### src/jtag_tap_defs.svh
// Constants of the boundary-scan test access port
`ifndef JTAG_TAP_DEFS_SVH
`define JTAG_TAP_DEFS_SVH

// ------------------------------------------------------------
// Instruction register
// ------------------------------------------------------------
`define IR_W            3
`define IR_EXTEST       3'h0
`define IR_HIGHZ        3'h2
`define IR_CLAMP        3'h3
`define IR_SAMPLE       3'h4
`define IR_IDCODE       3'h6
`define IR_BYPASS       3'h7
`define IR_CAPTURE_VAL  3'h1

// ------------------------------------------------------------
// Identification register layout
// ------------------------------------------------------------
`define ID_W            32
`define ID_LSB_VAL      1'h1
`define ID_MANUF_W      11
`define ID_PART_W       16
`define ID_VER_W        4

// ------------------------------------------------------------
// Misc
// ------------------------------------------------------------
`define TLR_TMS_ONES    3'h5
`define BYPASS_CAPTURE  1'h0
`define TDO_BUF_W       2

`endif

### src/jtag_tap_pkg.sv
// Types shared by the test access port design
package jtag_tap_pkg;

   // TAP controller states, one-hot
   typedef enum logic [15:0] {
      ST_TLR   = 16'h0001,
      ST_RTI   = 16'h0002,
      ST_SELDR = 16'h0004,
      ST_CAPDR = 16'h0008,
      ST_SHDR  = 16'h0010,
      ST_EX1DR = 16'h0020,
      ST_PSDR  = 16'h0040,
      ST_EX2DR = 16'h0080,
      ST_UPDR  = 16'h0100,
      ST_SELIR = 16'h0200,
      ST_CAPIR = 16'h0400,
      ST_SHIR  = 16'h0800,
      ST_EX1IR = 16'h1000,
      ST_PSIR  = 16'h2000,
      ST_EX2IR = 16'h4000,
      ST_UPIR  = 16'h8000
   } tap_state_type;

endpackage : jtag_tap_pkg

### src/jtag_tap.sv
// Boundary-scan test access port: TAP controller, instruction and data registers
//
// What this block does
// TMS sampled only on test clock rise
// Power-up: reset state, IDCODE current instruction
// Five TMS-high rises reach Test-Logic-Reset
// Run-Test-Idle holds on low, high selects DR
// Select-DR: low captures, high selects IR
// Capture-DR loads the selected data register
// Shift-DR shifts selected register toward TDO
// Exit1/Pause/Exit2-DR transitions as specified
// Update-DR latches parallel outputs on falling edge
// Select-IR: low captures, high resets
// Capture-IR loads fixed instruction value
// Shift-IR shifts instruction stages toward TDO
// Exit1/Pause/Exit2-IR transitions as specified
// Update-IR latches instruction on falling edge
// Three-bit instruction shift plus parallel latch
// Decode selects boundary, bypass or identification
// EXTEST drives outputs from boundary latches
// HIGHZ floats outputs, bypass in path
// CLAMP holds outputs from latches, bypass path
// SAMPLE snapshots pins, preload via shifting
// IDCODE captures 32-bit code, LSB one
// BYPASS uses one-stage bypass register
// Unlisted codes act as BYPASS
// Test reset pin forces reset state, IDCODE
`timescale 1ns/10ps
`include "jtag_tap_defs.svh"
module jtag_tap
   import jtag_tap_pkg::*;
#(
   parameter int                     N_IN    = 4,
   parameter int                     N_OUT   = 4,
   parameter logic [`ID_VER_W-1:0]   ID_VER  = 4'h0,   // Arbitrary value
   parameter logic [`ID_PART_W-1:0]  ID_PART = 16'h0001, // Arbitrary value
   parameter logic [`ID_MANUF_W-1:0] ID_MANUF = 11'h055 // Arbitrary value
) (
   // Clock, reset, enable
   input  wire logic             i_mclk,
   input  wire logic             i_arst_n,
   input  wire logic             i_ce,
   // Test port pins
   input  wire logic             i_test_reset_n,
   input  wire logic             i_jtag_test_clock,
   input  wire logic             i_tms,
   input  wire logic             i_tdi,
   output logic                  o_tdo,
   output logic                  o_tdo_oe_n,
   // Core side
   input  wire logic [N_OUT-1:0] i_core_out,
   input  wire logic             i_core_oe_n,
   output logic [N_IN-1:0]       o_core_in,
   // Device pins
   input  wire logic [N_IN-1:0]  i_pin_in,
   output logic [N_OUT-1:0]      o_pin_out,
   output logic [N_OUT-1:0]      o_pin_oe_n
);
   localparam int BSR_W = N_IN + N_OUT + 1;
   localparam int CTL   = N_IN + N_OUT;
   localparam logic [`ID_W-1:0] ID_CODE = {ID_VER, ID_PART, ID_MANUF, `ID_LSB_VAL};

   // ------------------------------------------------------------
   // Reset combine and synchronous release
   // ------------------------------------------------------------
   logic rst_comb_n, rst_s1_r, rst_n;
   assign rst_comb_n = i_arst_n & i_test_reset_n;

   always_ff @(posedge i_mclk or negedge rst_comb_n) begin
      if (!rst_comb_n) begin
         rst_s1_r <= 1'h0;
         rst_n    <= 1'h0;
      end else begin
         rst_s1_r <= 1'h1;
         rst_n    <= rst_s1_r;
      end
   end

   // ------------------------------------------------------------
   // Pin synchronisers
   // ------------------------------------------------------------
   logic [N_IN+2:0] sy1_r, sy1_nxt, sy2_r, sy2_nxt;
   logic            tck_d_r, tck_d_nxt;
   logic            tck_s, tms_s, tdi_s;
   logic [N_IN-1:0] pin_s;

   always_comb begin
      sy1_nxt   = {i_jtag_test_clock, i_tms, i_tdi, i_pin_in};
      sy2_nxt   = sy1_r;
      tck_d_nxt = sy2_r[N_IN+2];
   end

   always_ff @(posedge i_mclk or negedge rst_n) begin
      if (!rst_n) begin
         sy1_r   <= '0;
         sy2_r   <= '0;
         tck_d_r <= 1'h0;
      end else if (i_ce) begin
         sy1_r   <= sy1_nxt;
         sy2_r   <= sy2_nxt;
         tck_d_r <= tck_d_nxt;
      end
   end

   assign tck_s = sy2_r[N_IN+2];
   assign tms_s = sy2_r[N_IN+1];
   assign tdi_s = sy2_r[N_IN];
   assign pin_s = sy2_r[N_IN-1:0];

   // ------------------------------------------------------------
   // Test clock edges and stall by the output buffer
   // ------------------------------------------------------------
   logic rise_evt, fall_evt, pend_r, pend_nxt, go;
   logic buf_in_ready, buf_out_valid;
   logic [`TDO_BUF_W-1:0] buf_in_data, buf_out_data;

   assign rise_evt = tck_s & ~tck_d_r;
   assign fall_evt = ~tck_s & tck_d_r;
   assign go       = (pend_r | rise_evt) & buf_in_ready;

   // Hold a rise until the buffer can take its bit
   always_comb begin
      pend_nxt = (pend_r | rise_evt) & ~go;
   end

   always_ff @(posedge i_mclk or negedge rst_n) begin
      if (!rst_n) begin
         pend_r <= 1'h0;
      end else if (i_ce) begin
         pend_r <= pend_nxt;
      end
   end

   // ------------------------------------------------------------
   // TAP controller
   // ------------------------------------------------------------
   tap_state_type state_r, state_nxt;

   // Next state from TMS on each accepted rise
   always_comb begin
      state_nxt = state_r;
      if (go) begin
         case (state_r)
            ST_TLR:   state_nxt = tms_s ? ST_TLR   : ST_RTI;
            ST_RTI:   state_nxt = tms_s ? ST_SELDR : ST_RTI;
            ST_SELDR: state_nxt = tms_s ? ST_SELIR : ST_CAPDR;
            ST_CAPDR: state_nxt = tms_s ? ST_EX1DR : ST_SHDR;
            ST_SHDR:  state_nxt = tms_s ? ST_EX1DR : ST_SHDR;
            ST_EX1DR: state_nxt = tms_s ? ST_UPDR  : ST_PSDR;
            ST_PSDR:  state_nxt = tms_s ? ST_EX2DR : ST_PSDR;
            ST_EX2DR: state_nxt = tms_s ? ST_UPDR  : ST_SHDR;
            ST_UPDR:  state_nxt = tms_s ? ST_SELDR : ST_RTI;
            ST_SELIR: state_nxt = tms_s ? ST_TLR   : ST_CAPIR;
            ST_CAPIR: state_nxt = tms_s ? ST_EX1IR : ST_SHIR;
            ST_SHIR:  state_nxt = tms_s ? ST_EX1IR : ST_SHIR;
            ST_EX1IR: state_nxt = tms_s ? ST_UPIR  : ST_PSIR;
            ST_PSIR:  state_nxt = tms_s ? ST_EX2IR : ST_PSIR;
            ST_EX2IR: state_nxt = tms_s ? ST_UPIR  : ST_SHIR;
            ST_UPIR:  state_nxt = tms_s ? ST_SELDR : ST_RTI;
            default:  state_nxt = ST_TLR;
         endcase
      end
   end

   always_ff @(posedge i_mclk or negedge rst_n) begin
      if (!rst_n) begin
         state_r <= ST_TLR;
      end else if (i_ce) begin
         state_r <= state_nxt;
      end
   end

   // ------------------------------------------------------------
   // Instruction and data registers
   // ------------------------------------------------------------
   logic [`IR_W-1:0] irs_r, irs_nxt, ir_r, ir_nxt;
   logic [BSR_W-1:0] bsh_r, bsh_nxt, bup_r, bup_nxt;
   logic [`ID_W-1:0] id_r, id_nxt;
   logic             byp_r, byp_nxt;
   logic             sel_bsr, sel_id, ir_ext, ir_clamp, ir_highz;

   // Decode; unlisted codes fall to bypass
   assign sel_bsr  = (ir_r == `IR_EXTEST) || (ir_r == `IR_SAMPLE);
   assign sel_id   = (ir_r == `IR_IDCODE);
   assign ir_ext   = (ir_r == `IR_EXTEST);
   assign ir_clamp = (ir_r == `IR_CLAMP);
   assign ir_highz = (ir_r == `IR_HIGHZ);

   // Capture and shift on rises, latches on falls
   always_comb begin
      irs_nxt = irs_r;
      ir_nxt  = ir_r;
      bsh_nxt = bsh_r;
      bup_nxt = bup_r;
      id_nxt  = id_r;
      byp_nxt = byp_r;
      if (go) begin
         case (state_r)
            ST_CAPDR: begin
               if (sel_bsr) begin
                  bsh_nxt = {i_core_oe_n, i_core_out, pin_s};
               end else if (sel_id) begin
                  id_nxt = ID_CODE;
               end else begin
                  byp_nxt = `BYPASS_CAPTURE;
               end
            end
            ST_SHDR: begin
               if (sel_bsr) begin
                  bsh_nxt = {tdi_s, bsh_r[BSR_W-1:1]};
               end else if (sel_id) begin
                  id_nxt = {tdi_s, id_r[`ID_W-1:1]};
               end else begin
                  byp_nxt = tdi_s;
               end
            end
            ST_CAPIR: irs_nxt = `IR_CAPTURE_VAL;
            ST_SHIR:  irs_nxt = {tdi_s, irs_r[`IR_W-1:1]};
            default:  irs_nxt = irs_r;
         endcase
      end
      if (state_r == ST_TLR) begin
         ir_nxt = `IR_IDCODE;
      end else if (fall_evt && state_r == ST_UPIR) begin
         ir_nxt = irs_r;
      end
      if (fall_evt && state_r == ST_UPDR && sel_bsr) begin
         bup_nxt = bsh_r;
      end
   end

   always_ff @(posedge i_mclk or negedge rst_n) begin
      if (!rst_n) begin
         irs_r <= `IR_CAPTURE_VAL;
         ir_r  <= `IR_IDCODE;
         bsh_r <= '0;
         bup_r <= '0;
         id_r  <= '0;
         byp_r <= 1'h0;
      end else if (i_ce) begin
         irs_r <= irs_nxt;
         ir_r  <= ir_nxt;
         bsh_r <= bsh_nxt;
         bup_r <= bup_nxt;
         id_r  <= id_nxt;
         byp_r <= byp_nxt;
      end
   end

   // ------------------------------------------------------------
   // Serial output path through the buffer
   // ------------------------------------------------------------
   logic tdo_bit, shifting;

   // Bit presented after this rise, with its drive state
   always_comb begin
      shifting = (state_nxt == ST_SHDR) || (state_nxt == ST_SHIR);
      if (state_nxt == ST_SHIR) begin
         tdo_bit = irs_nxt[0];
      end else if (sel_bsr) begin
         tdo_bit = bsh_nxt[0];
      end else if (sel_id) begin
         tdo_bit = id_nxt[0];
      end else begin
         tdo_bit = byp_nxt;
      end
      buf_in_data = {shifting, tdo_bit};
   end

   tdo_buffer #(
      .WIDTH (`TDO_BUF_W),
      .DEPTH (2)
   ) u_tdo_buf (
      .i_mclk      (i_mclk),
      .i_arst_n    (rst_n),
      .i_ce        (i_ce),
      .i_in_valid  (pend_r | rise_evt),
      .o_in_ready  (buf_in_ready),
      .i_in_data   (buf_in_data),
      .o_out_valid (buf_out_valid),
      .i_out_ready (fall_evt),
      .o_out_data  (buf_out_data)
   );

   // ------------------------------------------------------------
   // Output registers: TDO and device pins
   // ------------------------------------------------------------
   logic             tdo_nxt, tdo_oe_n_nxt;
   logic [N_OUT-1:0] pin_out_nxt, pin_oe_n_nxt;

   // TDO changes on the falling edge; pins follow the mode
   always_comb begin
      tdo_nxt      = o_tdo;
      tdo_oe_n_nxt = o_tdo_oe_n;
      if (fall_evt && buf_out_valid) begin
         tdo_nxt      = buf_out_data[0];
         tdo_oe_n_nxt = ~buf_out_data[1];
      end
      if (ir_highz) begin
         pin_out_nxt  = i_core_out;
         pin_oe_n_nxt = '1;
      end else if (ir_ext || ir_clamp) begin
         pin_out_nxt  = bup_r[CTL-1:N_IN];
         pin_oe_n_nxt = {N_OUT{bup_r[CTL]}};
      end else begin
         pin_out_nxt  = i_core_out;
         pin_oe_n_nxt = {N_OUT{i_core_oe_n}};
      end
   end

   always_ff @(posedge i_mclk or negedge rst_n) begin
      if (!rst_n) begin
         o_tdo      <= 1'h0;
         o_tdo_oe_n <= 1'h1;
         o_pin_out  <= '0;
         o_pin_oe_n <= '1;
         o_core_in  <= '0;
      end else if (i_ce) begin
         o_tdo      <= tdo_nxt;
         o_tdo_oe_n <= tdo_oe_n_nxt;
         o_pin_out  <= pin_out_nxt;
         o_pin_oe_n <= pin_oe_n_nxt;
         o_core_in  <= pin_s;
      end
   end

   logic [2:0] ones_cnt_r;
   always_ff @(posedge i_mclk or negedge rst_n) begin
      if (!rst_n) begin
         ones_cnt_r <= 3'h0;
      end else if (go && i_ce) begin
         ones_cnt_r <= !tms_s ? 3'h0 : (ones_cnt_r == `TLR_TMS_ONES) ? ones_cnt_r : ones_cnt_r + 3'h1;
      end
   end
endmodule : jtag_tap

### src/tdo_buffer.sv
// Two-entry valid/ready buffer for serial output bits
`timescale 1ns/10ps
module tdo_buffer #(
   parameter int WIDTH = 2,
   parameter int DEPTH = 2
) (
   // Clock and reset
   input  wire logic             i_mclk,
   input  wire logic             i_arst_n,
   input  wire logic             i_ce,
   // Fill side
   input  wire logic             i_in_valid,
   output logic                  o_in_ready,
   input  wire logic [WIDTH-1:0] i_in_data,
   // Drain side
   output logic                  o_out_valid,
   input  wire logic             i_out_ready,
   output logic [WIDTH-1:0]      o_out_data
);
   localparam int AW = (DEPTH > 1) ? $clog2(DEPTH) : 1;
   localparam int CW = $clog2(DEPTH + 1);

   logic [WIDTH-1:0] mem_r [DEPTH];
   logic [WIDTH-1:0] mem_nxt [DEPTH];
   logic [AW-1:0]    wptr_r, wptr_nxt, rptr_r, rptr_nxt;
   logic [CW-1:0]    cnt_r, cnt_nxt;
   logic             push, pop;

   // Honest full and empty flags
   assign o_in_ready  = (cnt_r != CW'(DEPTH));
   assign o_out_valid = (cnt_r != '0);
   assign o_out_data  = mem_r[rptr_r];
   assign push        = i_in_valid & o_in_ready;
   assign pop         = i_out_ready & o_out_valid;

   // Next pointers, count and storage
   always_comb begin
      mem_nxt  = mem_r;
      wptr_nxt = wptr_r;
      rptr_nxt = rptr_r;
      cnt_nxt  = cnt_r;
      if (push) begin
         mem_nxt[wptr_r] = i_in_data;
         wptr_nxt = (wptr_r == AW'(DEPTH - 1)) ? '0 : wptr_r + 1'b1;
      end
      if (pop) begin
         rptr_nxt = (rptr_r == AW'(DEPTH - 1)) ? '0 : rptr_r + 1'b1;
      end
      if (push && !pop) begin
         cnt_nxt = cnt_r + 1'b1;
      end else if (pop && !push) begin
         cnt_nxt = cnt_r - 1'b1;
      end
   end

   // Register stage
   always_ff @(posedge i_mclk or negedge i_arst_n) begin
      if (!i_arst_n) begin
         for (int i = 0; i < DEPTH; i++) begin
            mem_r[i] <= '0;
         end
         wptr_r <= '0;
         rptr_r <= '0;
         cnt_r  <= '0;
      end else if (i_ce) begin
         mem_r  <= mem_nxt;
         wptr_r <= wptr_nxt;
         rptr_r <= rptr_nxt;
         cnt_r  <= cnt_nxt;
      end
   end

endmodule : tdo_buffer
### config.mk
export PLATFORM = sky130hd
export DESIGN_NAME = jtag_tap
export DESIGN_NICKNAME = d
export VERILOG_FILES = /design/src/jtag_tap_pkg.sv /design/src/jtag_tap.sv /design/src/tdo_buffer.sv
export VERILOG_INCLUDE_DIRS = /design/src
export SDC_FILE = /design/constraint.sdc
export NUM_CORES = 1
export LEC_CHECK = 0
export BUFFER_PORTS_ARGS = -buffer_cell sky130_fd_sc_hd__buf_2
export CAP_MARGIN = 0
export CORE_MARGIN = 2
export CORE_UTILIZATION = 35
export DETAILED_ROUTE_END_ITERATION = 6
export PLACE_DENSITY_LB_ADDON = 0.05
export REMOVE_ABC_BUFFERS = 1
export SLEW_MARGIN = 20
export SYNTH_ARGS = -nofsm -noshare
export SYNTH_HDL_FRONTEND = slang
export SYNTH_HIERARCHICAL = 1
export SYNTH_SLANG_ARGS = --single-unit
### constraint.sdc
create_clock -name i_mclk -period 3.7 [get_ports i_mclk]
set_input_delay 0.74 -clock i_mclk [delete_from_list [all_inputs] [get_ports i_mclk]]
set_output_delay 0.74 -clock i_mclk [all_outputs]
set_load 0.1 [all_outputs]
=== After elaboration in Yosys (flattened, before gate mapping) ===
Index checks and enable logic that the tools add are counted.

* Add/sub/neg operators: 4
* Magnitude comparators: 3
* Eq/ne operators: 29
* Muxes and demuxes: 51
* Bitwise operators: 13
* Reduce and logical (&&, ||, !) cells: 30

{| class="wikitable"
|+ Operator list
! cell !! number
|-
| $pmux 16 s12 || 1
|-
| $mux 32 || 4
|-
| $pmux 32 s2 || 1
|-
| $mux 16 || 3
|-
| $mux 9 || 4
|-
| $eq 16x12->1 const B || 2
|-
| $eq 16x5->1 const B || 2
|-
| $pmux 9 s2 || 1
|-
| $eq 16x1->1 const B || 1
|-
| $eq 16x10->1 const B || 1
|-
| $eq 16x11->1 const B || 1
|-
| $eq 16x13->1 const B || 1
|-
| $eq 16x14->1 const B || 1
|-
| $eq 16x15->1 const B || 1
|-
| $eq 16x16->1 const B || 1
|-
| $eq 16x2->1 const B || 1
|-
| $eq 16x3->1 const B || 1
|-
| $eq 16x4->1 const B || 1
|-
| $eq 16x6->1 const B || 1
|-
| $eq 16x7->1 const B || 1
|-
| $eq 16x8->1 const B || 1
|-
| $eq 16x9->1 const B || 1
|-
| $mux 4 || 4
|-
| $mux 15 || 1
|-
| other kinds (35) || 93
|}

* Flip-flop bits (word level): 113
* Input bits: 16
* Output and inout bits: 14
* Logic and storage cells: 156

=== Longest topological paths before layout ===
* Depth in word-level cells: 9
* Depth in mapped cells: 11
* Depth with buffers taken out: 8

=== Hierarchy ===
Netlist, hierarchy kept.

{| class="wikitable"
|+ By module, submodules not included
! module !! times used !! cells an instance !! area each (µm²) !! sequential area each (µm²)
|-
| jtag_tap || 1 || 520 || 4978.5 || 2459.9
|-
| tdo_buffer || 1 || 30 || 416.6 || 200.2
|}

=== Worst setup path after synthesis ===
OpenSTA, ideal clock, no wires.

* Kind: register to register
* From: register state_r[12]
* To: register u_tdo_buf/mem_r[0] (netlist name)
* Library setup time: 0.127 ns
* Data arrival time: 2.474 ns
* Data required time: 3.573 ns
* Slack: 1.099 ns
* Stages on the path, launching flop included: 11
* Buffers on the path: 2
* Clock period less this slack: 2.601 ns
* Cells stage by stage: dfrtp_1 > buf_6 > or4_4 > buf_6 > nor4_4 > a31oi_1 > o21ai_1 > o21ai_1 > a221oi_2 > mux2i_1 > mux2_1

* Cells in the longest elaborated chain, start to end: 7
* Elaborated cells between the ends (all ways): 34
* Those cells by class: 17 x eq/ne; 14 x mux; 3 x reduce/logical

{| class="wikitable"
|+ Ends and longest elaborated chain
! item !! line !! text
|-
| from (decl) || jtag_tap.sv:137 || <nowiki>tap_state_type state_r, state_nxt;</nowiki>
|-
| from (signal assigned) || jtag_tap.sv:169 || <nowiki>state_r <= state_nxt;</nowiki>
|-
| $eq 16x16->1 (tied with other cells) || jtag_tap.sv:143 || <nowiki>case (state_r)</nowiki>
|-
| $reduce_or 3->1 (no source line) (tied with other cells) || -- ||
|-
| $pmux 16 s12 / $mux 1 (equally long branches) || jtag_tap.sv:143, jtag_tap.sv:197 ||
|-
| $mux 16 / $mux 1 (equally long branches) || jtag_tap.sv:142, jtag_tap.sv:262 ||
|-
| $eq 16x12->1 / $mux 1 (equally long branches) || jtag_tap.sv:258, jtag_tap.sv:260 ||
|-
| $mux 1 (*) || jtag_tap.sv:258 || <nowiki>if (state_nxt == ST_SHIR) begin</nowiki>
|-
| net tdo_bit || jtag_tap.sv:253 || <nowiki>logic tdo_bit, shifting;</nowiki>
|-
| $bwmux 4 (*) || tdo_buffer.sv:43 || <nowiki>mem_nxt[wptr_r] = i_in_data;</nowiki>
|-
| to (signal assigned) || tdo_buffer.sv:66 || <nowiki>mem_r <= mem_nxt;</nowiki>
|-
| to (decl) || tdo_buffer.sv:23 || <nowiki>logic [WIDTH-1:0] mem_r [DEPTH];</nowiki>
|}

Mark *: on every way through the listed nets, which the timed path passes. The rest lies on a longest branch.
A chain may end at the register's enable or synchronous reset.

=== Worst setup path after layout ===
* From: register state_r[1]
* To: register u_tdo_buf/mem_r[0] (netlist name)

The elaborated chain is that of the path after synthesis.

==> flow_summary.json <==
{
  "status": "finished clean",
  "num_antenna_cells": 0,
  "antenna_left": 0,
  "setup_violations": 0,
  "critPathMaxFanout": 11,
  "ys.flop_type": "dfrtp_1",
  "reg2reg_slack_ns": 0.73,
  "drc": 0,
  "cts_tree": "yes",
  "crit_slowest_cell": "or4_1",
  "clock_sinks": 106,
  "synth-edff-count": 0,
  "synth-compound-area-share_pct": 11.8,
  "finalPower_w": 0.00374,
  "power.density_nw_per_um2": 628,
  "maxCapViolations": 0,
  "post-cts-setup-buffers": 0,
  "viasPerCell": 5.35,
  "slew_headroom_pct": 36.1,
  "synth_most_common_cell": "dfrtp_1",
  "hold_buffers": 0,
  "ys_seq_area_share_pct": 49.3,
  "arrival_ns": 3.20,
  "worst_pin_slew_ns": 0.959,
  "fin_cells": 754,
  "cts.clk_slew.worst_paths_ns": 0.08,
  "clock-root-buffer": "clkbuf_16",
  "async_reset_ff_share_pct": 100,
  "ys_top_cells_by_count": "dfrtp_1 (100), nand2_1 (93), nand3_1 (38)",
  "finalCritPeriodShare_pct": 80.3,
  "hold_violations": 0,
  "hold_class": "input port to async pin",
  "setup.worst_path.end_class": "register",
  "yosys.area_share.simple_pct": 23.0,
  "yosysTopAreaCellShare_pct": 46.4,
  "crit_family": "simple AND/OR/NAND/NOR gates",
  "ios": 30,
  "insertion_delay_ns": 0.35,
  "fp.dieW_um": 128,
  "port-buffer-count": 29,
  "required_ns": 3.93,
  "dpl-instance-area_um2": 5650,
  "cts_max_path_buffers": 2,
  "synth.distinct_cells": 70,
  "start_util_pct": 35.6,
  "first_pass_iters": 5,
  "avgSynthCellArea_um2": 9.81,
  "ys_ff_latch": 106,
  "areaGrowthSynthToFinish_pct": 10.3,
  "dpl.cell_count": 738,
  "fin_setup_tns_ns": 0,
  "synthAdderAreaFrac_pct": 0.232,
  "cp_num_buf_inv": 0,
  "core-area_um2": 15100,
  "grt_max_degree": 62,
  "post_cts_resized": 0,
  "grt_pass1_vias": 4010,
  "htreeDepth": 3,
  "gp_congestion": 0.870,
  "die_y_um": 128,
  "routedWlPerCell_um": 16.9,
  "max_freq_mhz": 337,
  "maxSlewViolCount": 0,
  "final_area_um2": 5950,
  "skew_ns": 0.00856,
  "synthXorXnorAreaFrac_pct": 2.27,
  "ir_worst_vdd_mv": 0.406,
  "synth_area_leaders": "dfrtp_1 (46%), nand2_1 (6.5%), mux2_2 (5.6%), nand3_1 (3.5%), dfstp_2 (2.9%)",
  "grt_overflow": 0,
  "start_kind": "register",
  "p_leak_nw": 2.64,
  "dieArea_um2": 16400,
  "synth_area_um2": 5400,
  "muxShareOfSynthArea_pct": 8.70,
  "rows": 45,
  "final_nets": 578,
  "vias": 4032,
  "slowest_delay_ns": 0.71,
  "syn_inst": 550,
  "final.min_clock_period_ns": 2.97,
  "rsz0062_at_grt": "false",
  "drtIter0Drc": 247,
  "routed_wl_um": 12700,
  "cts_buffers": 9,
  "grt_use_total_pct": 16.6,
  "grt_pass1_wl_um": 21400,
  "synth_top_family_by_area": "simple AND/OR/NAND/NOR gates",
  "yosysWarnings": 6,
  "crit_chain": "or4_1 > or3_1 > a2111oi_2 > o31ai_1 > and3_1 > nand3_1 > mux2i_1 > mux2_1",
  "yosys.area.top_type": "dfrtp_1",
  "crit_type": "register to register",
  "dpl.hpwl_um": 8720,
  "reg2reg_from": "state_r[1]$_DFFE_PN0P_",
  "reg2reg_to": "u_tdo_buf/mem_r[0]$_DFFE_PN0P_",
  "drive_above_1_share_pct": 19.8,
  "ff2ff_path_depth": 8,
  "antenna_found_initial": 0
}
per-layer routing:
metal  GRT usage, %  part of all wire (%)
met1           22.5                    48
met5              0                     0
met2           26.3                    47
met3           3.51                   3.4
met4           5.82                   1.8
worst max path at each step:
stage                                           endpoint               startpoint  cells past startpoint
final                     u_tdo_buf/mem_r[0]$_DFFE_PN0P_   state_r[1]$_DFFE_PN0P_                      8
after global placement    u_tdo_buf/mem_r[0]$_DFFE_PN0P_  state_r[10]$_DFFE_PN0P_                      8
after detailed placement  u_tdo_buf/mem_r[0]$_DFFE_PN0P_  state_r[10]$_DFFE_PN0P_                      8
after global routing      u_tdo_buf/mem_r[0]$_DFFE_PN0P_  state_r[10]$_DFFE_PN0P_                      8
after floorplan           u_tdo_buf/mem_r[0]$_DFFE_PN0P_   state_r[1]$_DFFE_PN0P_                      8
after CTS                 u_tdo_buf/mem_r[0]$_DFFE_PN0P_   state_r[1]$_DFFE_PN0P_                      8
metrics by stage:
stage	setup slack (ns)	hold WS (ns)	utilization, %
after floorplan	0.418	0.331	-
after global placement	0.787	0.338	37.3
after detailed placement	0.727	0.336	37.3
after CTS	0.708	0.248	39.3
after global routing	0.544	0.254	39.3
final	0.729	0.257	39.3
layout make-up:
| cell class | count | area [µm²] |
|---|---|---|
| Timing Repair Buffer | 41 | 235 |
| Clock buffer | 10 | 229 |
| Inverter | 8 | 30.0 |
| Multi-Input combinational cell | 395 | 2490 |
| Tap cell | 188 | 235 |
| Clock inverter | 6 | 73.8 |
| Fill cell | 1528 | 9190 |
| Sequential cell | 106 | 2660 |
registers in the layout, indices dropped and copies added, names as in the netlist, 2 cells and up:
signal	count
bsh_r	9
irs_r	3
state_r	16
o_pin_out	4
u_tdo_buf/mem_r	4
sy1_r	7
u_tdo_buf/cnt_r	2
ir_r	3
o_core_in	4
sy2_r	7
id_r	32
bup_r	5
logic make-up after synthesis:
| group | Yosys count |
|---|---|
| other cells | 1 |
| fa+ha+maj | 1 |
| mux | 42 |
| xor+xnor | 14 |
| compound gates | 97 |
| buf+inv | 49 |
| flops | 106 |
| simple gates | 240 |
placed cells by master, fill, tap and decap left out, types with 3 or more instances in the layout:
cell / n
clkbuf_16: 9
or4_1: 3
nand3_1: 38
or4b_2: 3
nand2_1: 93
a31oi_1: 6
nor3_1: 13
buf_4: 12
mux2i_1: 9
dfrtp_1: 99
nor2b_1: 6
and3_1: 4
or2_2: 3
nand4_1: 8
inv_1: 7
buf_2: 29
xor2_1: 8
or3_1: 3
nor2_1: 33
o31ai_1: 6
dfstp_2: 6
mux2_1: 4
a22oi_1: 8
a21o_1: 3
o21ai_1: 17
o21ai_0: 8
mux2_2: 27
and2_1: 7
nor4_1: 5
xnor2_1: 6
a21oi_1: 25
report_power, final:
| group | switching, W | internal, W | total [W] | leakage, nW |
|---|---|---|---|---|
| Clock | 0.000460 | 0.000534 | 0.000994 | 0.141 |
| Combinational | 0.000808 | 0.000425 | 0.00123 | 1.13 |
| Sequential | 0.000186 | 0.00133 | 0.00151 | 1.36 |
worst register-to-register path, stage by stage, from the launching register on:
cell and delay, ns:
dfrtp_1 0.52, or4_1 0.71, or3_1 0.44, a2111oi_2 0.36, o31ai_1 0.15, and3_1 0.17, nand3_1 0.10, mux2i_1 0.10
mux2_1 0.30
No activity file was read; power rests on OpenSTA's default activity.
